==> src/logic/umr_params.svh <==
`ifndef UMR_PARAMS_SVH
`define UMR_PARAMS_SVH

// ----------------------------------------
// Register map
// ----------------------------------------
`define UMR_ADDR_W 4
`define UMR_OFF_MODE 4'h0
`define UMR_MODE_TWO_RESET 8'h00
`define UMR_MODE_ONE_RESET 8'h00

// ----------------------------------------
// Mode register two field positions
// ----------------------------------------
`define UMR_CHMODE_HI 7
`define UMR_CHMODE_LO 6
`define UMR_RTS_CTL_BIT 5
`define UMR_CTS_EN_BIT 4
`define UMR_STOP_HI 3
`define UMR_STOP_LO 0

// ----------------------------------------
// Line levels
// ----------------------------------------
`define UMR_MARK 1'h1

`endif

==> src/logic/umr_pkg.sv <==
package umr_pkg;

   // ----------------------------------------
   // Types
   // ----------------------------------------
   typedef enum logic [1:0] {
      CHM_NORMAL,
      CHM_ECHO,
      CHM_LOCAL_LOOP,
      CHM_REMOTE_LOOP
   } umr_chmode_type;

   typedef enum logic {
      PTR_ONE,
      PTR_TWO
   } umr_ptr_type;

   typedef struct packed {
      logic [3:0] addr;
      logic wrStrobe;
      logic rdStrobe;
      logic [7:0] wrData;
   } umr_bus_type;

   typedef struct packed {
      umr_ptr_type ptr;
      logic [7:0] modeRegOne;
      logic [7:0] modeRegTwo;
      logic oprBit;
      logic rtsArmed;
      logic stopWin;
      logic echoHold;
      logic rxAvailD;
      logic txOut;
      logic rxOut;
      logic rtsPinN;
      logic [7:0] rdData;
   } umr_state_type;

endpackage

==> src/logic/umr_channel_mode.sv <==
`timescale 1ns/1ps
`default_nettype none
`include "umr_params.svh"

module umr_channel_mode (
   input wire logic mclk,
   input wire logic arst_n,
   input wire umr_pkg::umr_bus_type bus,
   input wire logic ptrReset,
   output logic [7:0] rdData,
   input wire logic oprSet,
   input wire logic oprClear,
   output logic oprBitZero,
   output logic requestToSendOutAN,
   input wire logic txEnabled,
   input wire logic txDrained,
   input wire logic bitTick,
   input wire logic rxCharAvailable,
   input wire logic rxLineIn,
   input wire logic txCoreOut,
   output logic txSerialOutA,
   output logic rxCoreIn,
   input wire logic txCharReq,
   input wire logic clearToSendInA,
   output logic txCharGo,
   output logic [3:0] stopBitLength,
   output umr_pkg::umr_chmode_type chanMode
);
   import umr_pkg::*;

   // ----------------------------------------
   // State
   // ----------------------------------------
   umr_state_type s_r;
   umr_state_type s_nxt;
   logic hit;
   logic wrTwo;
   umr_chmode_type oldMode;
   umr_chmode_type newMode;
   umr_chmode_type effMode;
   logic autoCond;

   assign hit = (bus.addr == `UMR_OFF_MODE);
   assign wrTwo = bus.wrStrobe && hit && (s_r.ptr == PTR_TWO);
   assign oldMode = umr_chmode_type'(s_r.modeRegTwo[`UMR_CHMODE_HI:`UMR_CHMODE_LO]);
   assign autoCond = s_r.modeRegTwo[`UMR_RTS_CTL_BIT] && !txEnabled && txDrained;

   // ----------------------------------------
   // Next state
   // ----------------------------------------
   always_comb begin
      s_nxt = s_r;
      effMode = CHM_NORMAL;
      s_nxt.rdData = 8'h00;
      // Pointer and register storage.
      if (ptrReset) begin
         s_nxt.ptr = PTR_ONE;
      end else if ((bus.wrStrobe || bus.rdStrobe) && hit && s_r.ptr == PTR_ONE) begin
         s_nxt.ptr = PTR_TWO;
      end
      if (bus.wrStrobe && hit) begin
         if (s_r.ptr == PTR_ONE) begin
            s_nxt.modeRegOne = bus.wrData;
         end else begin
            s_nxt.modeRegTwo = bus.wrData;
         end
      end
      if (bus.rdStrobe && hit) begin
         s_nxt.rdData = (s_r.ptr == PTR_ONE) ? s_r.modeRegOne : s_r.modeRegTwo;
      end
      // Stop-bit window opens when the receiver flags a character, lasts to the next tick.
      s_nxt.rxAvailD = rxCharAvailable;
      if (rxCharAvailable && !s_r.rxAvailD) begin
         s_nxt.stopWin = 1'b1;
      end else if (bitTick) begin
         s_nxt.stopWin = 1'b0;
         s_nxt.echoHold = 1'b0;
      end
      newMode = umr_chmode_type'(s_nxt.modeRegTwo[`UMR_CHMODE_HI:`UMR_CHMODE_LO]);
      // Leaving echo or remote loopback inside the window with the transmitter enabled keeps echo running.
      if (wrTwo && (oldMode == CHM_ECHO || oldMode == CHM_REMOTE_LOOP) &&
          newMode != oldMode && s_r.stopWin && txEnabled) begin
         s_nxt.echoHold = 1'b1;
      end
      // The mode is taken from the value being written so it acts at the same edge.
      effMode = newMode;
      case (effMode)
         CHM_NORMAL: begin
            s_nxt.txOut = txCoreOut;
            s_nxt.rxOut = rxLineIn;
         end
         CHM_ECHO: begin
            s_nxt.txOut = rxLineIn;
            s_nxt.rxOut = rxLineIn;
         end
         CHM_LOCAL_LOOP: begin
            s_nxt.txOut = `UMR_MARK;
            s_nxt.rxOut = txCoreOut;
         end
         CHM_REMOTE_LOOP: begin
            s_nxt.txOut = rxLineIn;
            s_nxt.rxOut = `UMR_MARK;
         end
         default: begin
            s_nxt.txOut = `UMR_MARK;
            s_nxt.rxOut = `UMR_MARK;
         end
      endcase
      // Only the transmitter stays in echo; the receiver follows the new mode at once.
      if (s_nxt.echoHold) begin
         s_nxt.txOut = rxLineIn;
      end
      // Request-to-send: two ticks seen while drained span at least one full bit time.
      if (!autoCond || !s_r.oprBit) begin
         s_nxt.rtsArmed = 1'b0;
      end else if (bitTick) begin
         s_nxt.rtsArmed = !s_r.rtsArmed;
         if (s_r.rtsArmed) begin
            s_nxt.oprBit = 1'b0;
         end
      end
      if (oprClear) begin
         s_nxt.oprBit = 1'b0;
      end
      if (oprSet) begin
         s_nxt.oprBit = 1'b1;
         s_nxt.rtsArmed = 1'b0;
      end
      s_nxt.rtsPinN = !s_nxt.oprBit;
   end

   always_ff @(posedge mclk or negedge arst_n) begin
      if (!arst_n) begin
         s_r <= '{ptr: PTR_ONE, modeRegOne: `UMR_MODE_ONE_RESET,
                  modeRegTwo: `UMR_MODE_TWO_RESET,
                  txOut: `UMR_MARK, rxOut: `UMR_MARK, rtsPinN: 1'b1, default: '0};
      end else begin
         s_r <= s_nxt;
      end
   end

   // ----------------------------------------
   // Outputs
   // ----------------------------------------
   // A start held back by clear-to-send leaves the line at mark; the grant is looked at only
   // at character start, so a later change cannot cut a character short.
   assign txCharGo = txCharReq && (!s_r.modeRegTwo[`UMR_CTS_EN_BIT] || !clearToSendInA);
   assign rdData = s_r.rdData;
   assign oprBitZero = s_r.oprBit;
   assign requestToSendOutAN = s_r.rtsPinN;
   assign txSerialOutA = s_r.txOut;
   assign rxCoreIn = s_r.rxOut;
   assign stopBitLength = s_r.modeRegTwo[`UMR_STOP_HI:`UMR_STOP_LO];
   assign chanMode = umr_chmode_type'(s_r.modeRegTwo[`UMR_CHMODE_HI:`UMR_CHMODE_LO]);

   // ----------------------------------------
   // Checks
   // ----------------------------------------
   a_ptr_advance: assert property (@(posedge mclk) disable iff (!arst_n)
      (bus.rdStrobe && hit && s_r.ptr == PTR_ONE && !ptrReset) |=> s_r.ptr == PTR_TWO)
      else $error("Pointer did not advance after register one access.");

   a_ptr_stays: assert property (@(posedge mclk) disable iff (!arst_n)
      (s_r.ptr == PTR_TWO && !ptrReset) |=> s_r.ptr == PTR_TWO)
      else $error("Pointer moved without a pointer reset.");

   a_ptr_reset: assert property (@(posedge mclk) disable iff (!arst_n)
      ptrReset |=> s_r.ptr == PTR_ONE)
      else $error("Pointer reset did not return to register one.");

   a_mode_normal: assert property (@(posedge mclk) disable iff (!arst_n)
      (newMode == CHM_NORMAL && !s_nxt.echoHold) |=> txSerialOutA == $past(txCoreOut)
      && rxCoreIn == $past(rxLineIn))
      else $error("Normal mode routing wrong.");

   a_echo_route: assert property (@(posedge mclk) disable iff (!arst_n)
      (newMode == CHM_ECHO) |=> txSerialOutA == $past(rxLineIn)
      && rxCoreIn == $past(rxLineIn))
      else $error("Echo mode routing wrong.");

   a_local_loop: assert property (@(posedge mclk) disable iff (!arst_n)
      (newMode == CHM_LOCAL_LOOP && !s_nxt.echoHold) |=> txSerialOutA == `UMR_MARK
      && rxCoreIn == $past(txCoreOut))
      else $error("Local loopback routing wrong.");

   a_mode_at_once: assert property (@(posedge mclk) disable iff (!arst_n)
      (wrTwo && bus.wrData[`UMR_CHMODE_HI:`UMR_CHMODE_LO] == 2'h3 && !s_nxt.echoHold)
      |=> rxCoreIn == `UMR_MARK && txSerialOutA == $past(rxLineIn))
      else $error("Written mode did not act at the next edge.");

   a_echo_hold: assert property (@(posedge mclk) disable iff (!arst_n)
      (wrTwo && (oldMode == CHM_ECHO || oldMode == CHM_REMOTE_LOOP)
       && bus.wrData[`UMR_CHMODE_HI:`UMR_CHMODE_LO] == 2'h0 && s_r.stopWin && txEnabled
       && !bitTick) |=> txSerialOutA == $past(rxLineIn) && rxCoreIn == $past(rxLineIn))
      else $error("Echo not held to end of stop bit.");

   a_rts_clear: assert property (@(posedge mclk) disable iff (!arst_n)
      (s_r.rtsArmed && bitTick && autoCond && !oprSet) |=> !oprBitZero && requestToSendOutAN)
      else $error("Automatic request-to-send negation missing.");

   a_rts_no_ctl: assert property (@(posedge mclk) disable iff (!arst_n)
      (oprBitZero && !s_r.modeRegTwo[`UMR_RTS_CTL_BIT] && !oprClear) |=> oprBitZero)
      else $error("Output bit cleared without control enabled.");

   a_opr_set: assert property (@(posedge mclk) disable iff (!arst_n)
      oprSet |=> oprBitZero && !requestToSendOutAN)
      else $error("Set of output bit lost.");

   a_cts_gate: assert property (@(posedge mclk) disable iff (!arst_n)
      (s_r.modeRegTwo[`UMR_CTS_EN_BIT] && clearToSendInA) |-> !txCharGo)
      else $error("Character started with clear-to-send negated.");

   a_stop_readback: assert property (@(posedge mclk) disable iff (!arst_n)
      (wrTwo && !ptrReset) ##1 (!bus.wrStrobe && !ptrReset) ##1 (bus.rdStrobe && hit)
      |=> rdData[`UMR_STOP_HI:`UMR_STOP_LO] == $past(bus.wrData[`UMR_STOP_HI:`UMR_STOP_LO], 3))
      else $error("Stop-bit length did not read back.");

endmodule
`default_nettype wire

==> config.mk <==
export PLATFORM = sky130hd
export DESIGN_NAME = umr_channel_mode
export DESIGN_NICKNAME = d
export VERILOG_FILES = /design/src/logic/umr_pkg.sv /design/src/logic/umr_channel_mode.sv
export VERILOG_INCLUDE_DIRS = /design/src /design/src/logic
export SDC_FILE = /design/constraint.sdc
export NUM_CORES = 1
export LEC_CHECK = 0
export BUFFER_PORTS_ARGS = -buffer_cell sky130_fd_sc_hd__buf_2
export CAP_MARGIN = 20
export CORE_MARGIN = 4
export CORE_UTILIZATION = 45
export CTS_CLUSTER_DIAMETER = 40
export DETAILED_ROUTE_END_ITERATION = 12
export PLACE_DENSITY = 0.74
export SETUP_SLACK_MARGIN = 0.1
export SLEW_MARGIN = 20
export SYNTH_ARGS = -nofsm -noshare
export SYNTH_HDL_FRONTEND = slang
export SYNTH_SLANG_ARGS = --single-unit
==> constraint.sdc <==
create_clock -name mclk -period 1.5 [get_ports mclk]
set_input_delay 0.075 -clock mclk [delete_from_list [all_inputs] [get_ports mclk]]
set_output_delay 0.075 -clock mclk [all_outputs]
set_load 0.005 [all_outputs]
==> summary.txt <==
Timing
  • Pins Over Slew Limit: 0
  • Min Tclk post-route: 1.369 ns
  • Rel. slew slack: 52.44%
  • Worst setup margin: 0.1307 ns
  • RSZ-0062 raised after global routing: yes
  • Skew final: 0.009135 ns
  • Final setup fails: 0
  • Final period utilization: about 90%
  • Setup TNS Final: 0 ns
  • Worst-Margin Slew: 0.7133 ns
  • Hold Violations, Final: 0
  • Max Fclk: 730.3 MHz

Worst setup path
  • R2R setup slack: ~0.13 ns
  • Worst Setup SP: chanMode[1]
  • Reg2reg path depth: 4
  • Setup CP Type: register to register
  • Worst setup SP type: register
  • Critical path arrival: ~1.6 ns
  • Crit-path max FO: 2
  • Worst R2R End: txSerialOutA
  • Critical Path RT: between 1.5 and 2 ns
  • Crit path to: txSerialOutA
  • Slowest stage cell, crit path: dfrtp_1
  • RR Startpoint: chanMode[1]
  • Cell Chain, Critical Path: xor2_1, o2111a_2, nor4_4, mux2i_1
  • CP peak stage delay: 0.41 ns
  • CP endpoint kind: register

Yosys
  • Asr flop ratio synth: 100.0%
  • Top-area cell type share of the netlist area: ~50%
  • Synthesized instance count: about 120
  • Yosys reg bits: 33
  • Distinct cells, synth: 30
  • Xor-xnor portion of the synthesized cell area: 1.167%
  • Syn nets: 144
  • Largest family of logic cells by synthesized area: multiplexers
  • YS warnings: 0
  • Post-synth top flop: dfrtp_1
  • Mux contribution to synthesized area: 16.42%
  • Adder-Cell Fraction of Synth Area: 0%
  • Simple-Gate Fraction of Synth Area: a little over a tenth
  • Synth area leaders: dfrtp_1 50%, mux2_2 9.7%, buf_4 7.5%
  • Sequential share of the synthesized area: 55.25%
  • Compound-Gate Fraction of Synth Area: 6.417%
  • Synthesized area: 0.001501 mm2
  • Post-synth EDFFs: 0
  • Mapped Avg Cell Area: roughly 13 um2
  • Cell taking the most area after synthesis: dfrtp_1

Floorplan
  • Die Span X: 65.76 um
  • Initial Util: between 40% and 50%
  • Die H: between 60 and 70 um
  • Site Rows: 20
  • Total die area: between 0.004 and 0.005 mm2
  • I/O pins: 46
  • Core ar.: roughly 0.0031 mm2

Place
  • Dpl hpwl: 2246 um
  • Placed cell count: 194
  • Buffers on Ports: 45
  • Gp weighted congestion: ~0.70
  • Place WS: 0.07824 ns

Clock tree
  • Inserted Clock Buffers: 5
  • CTS Buffer Depth: 2
  • Clk sink count: 33
  • CTS tree: done
  • H-tree depth: 2
  • Clk Latency, worst-skew pair: around 0.34 ns
  • Clock Pin Slew Worst Setup and Hold Paths: 0.10 ns
  • Clock root buffer: clkbuf_4

Drt
  • WL final: between 3000 and 4000 um
  • # DRC: 0
  • Via Count: 1,021
  • DR vias/cell: 4.749
  • Drt first pass iters: 4
  • Routed Antenna Nets: 0
  • Number of DRC markers in iteration 0: 15
  • WL/cell: 14.50 um

Global route
  • Vias in the first global route: roughly 1,100
  • Largest net degree at the start of global routing: 34
  • Initial antenna violation count: 0
  • Gr usage total: 16.84%
  • First-pass GRT wire length: between 5000 and 6000 um
  • Gr ovfl total: 0

Final layout
  • Most frequent cells in the layout: 45 x buf_2, 30 x dfrtp_1, 13 x mux2_2
  • Antenna Cells: 0
  • Final net count: 197
  • Layout area overhead: 25.17%
  • Fillers: between 200 and 300
  • Layout cells sized above 1: roughly half
  • Non-filler cells, final: 215
  • Most common cell after layout, fill and taps aside: buf_2

Outcome
  • Status: finished, final reports clean

Min path
  • Hold path startpoint: bus[6]
  • Min-Delay Path Class: input pin to register

Flow run
  • Maxcap violations: 0

Power
  • Power density over cell area: 923.2 mW/mm2
  • Peak supply drop: 0.5077 mV
  • Cell leakage power: between 0.9 and 1 nW
-- worst min path at each step --
stage	slack, ns	endpoint	cells past startpoint
floorplan	-0.22	chanMode[0]	0
global placement	0.15	stopBitLength[1]	1
detailed placement	0.16	stopBitLength[1]	1
CTS	0.02	chanMode[1]	2
global route	0.02	chanMode[1]	2
finish	0.02	s_r[30]	3
-- area by class of cell --
cell class	instances	area, um2	area share [%]
Tap cell	44	55.05	2.929
Sequential cell	33	829.5	44.14
Multi-Input combinational cell	62	538.0	28.63
Inverter	6	22.52	1.198
Clock inverter	2	10.01	0.5326
Timing Repair Buffer	62	382.9	20.37
Clock buffer	6	41.29	2.197
-- cell families after synthesis --
kind of cell | after synthesis
flops | 33
buf+inv | 22
mux | 23
simple gates | 25
compound gates | 12
xor+xnor | 2
-- power by group --
group	leakage [nW]	internal, mW	switching (mW)
logic	0.505	0.144	0.106
clock network	0.0320	0.178	0.298
registers	0.428	0.970	0.0389
total	0.965	1.29	0.443
-- flip-flops by register name, summed over array words and instances, names as in the netlist --
signal / flops
chanMode: 2
oprBitZero: 1
rdData: 8
requestToSendOutAN: 1
rxCoreIn: 1
s_r: 15
stopBitLength: 4
txSerialOutA: 1
-- worst max-delay path: cells and delay by family (launching register included) --
kind | cells | cell delay [ns]
xor gates and xnor gates | 1 | 0.17
AOI/OAI and AO/OA | 1 | 0.28
muxes | 1 | 0.21
and+or+nand+nor | 1 | 0.24
DFF | 1 | 0.41
-- per-layer routing --
| metal | up-vias | part of all wire (%) | global-route usage, % |
|---|---|---|---|
| li1 | 490 | - | - |
| met1 | 488 | 40 | 18.20 |
| met2 | 34 | 52 | 29.16 |
| met3 | 9 | 6.0 | 6.154 |
| met4 | 0 | 2.3 | 7.513 |
| met5 | - | 0 | 0 |
-- synthesized netlist by cell type (2+ instances only) --
cell	number
mux2_2	13
nor2_1	9
nand2_1	3
inv_1	6
xor2_1	2
o21ai_0	3
dfrtp_1	30
buf_4	15
a21boi_0	2
or2_2	2
dfstp_2	3
nor4_4	2
mux2i_1	10
-- metrics by stage --
| stage | power (mW) | hold slack, ns | utilization [%] | instance area (um2) |
|---|---|---|---|---|
| floorplan | 1.156 | -0.2206 | - | 1505 |
| global placement | 1.234 | 0.1530 | 54.08 | 1692 |
| detailed placement | 1.251 | 0.1626 | 54.08 | 1692 |
| CTS | 1.742 | 0.01726 | 59.80 | 1871 |
| global route | 1.830 | 0.02315 | 60.08 | 1879 |
| finish | 1.735 | 0.01972 | 60.08 | 1879 |
-- timing repair --
| item | CTS | global route |
|---|---|---|
| buffers inserted | 1 | 0 |
| setup endpoints to repair | 1 | 9 |
| gates resized for setup | 0 | 2 |
| endpoints found under the hold margin | 50 | 0 |
| hold buffers | 12 | 0 |
| pin swaps | 0 | 1 |
Note: power is estimated with default switching activity, not from simulation.
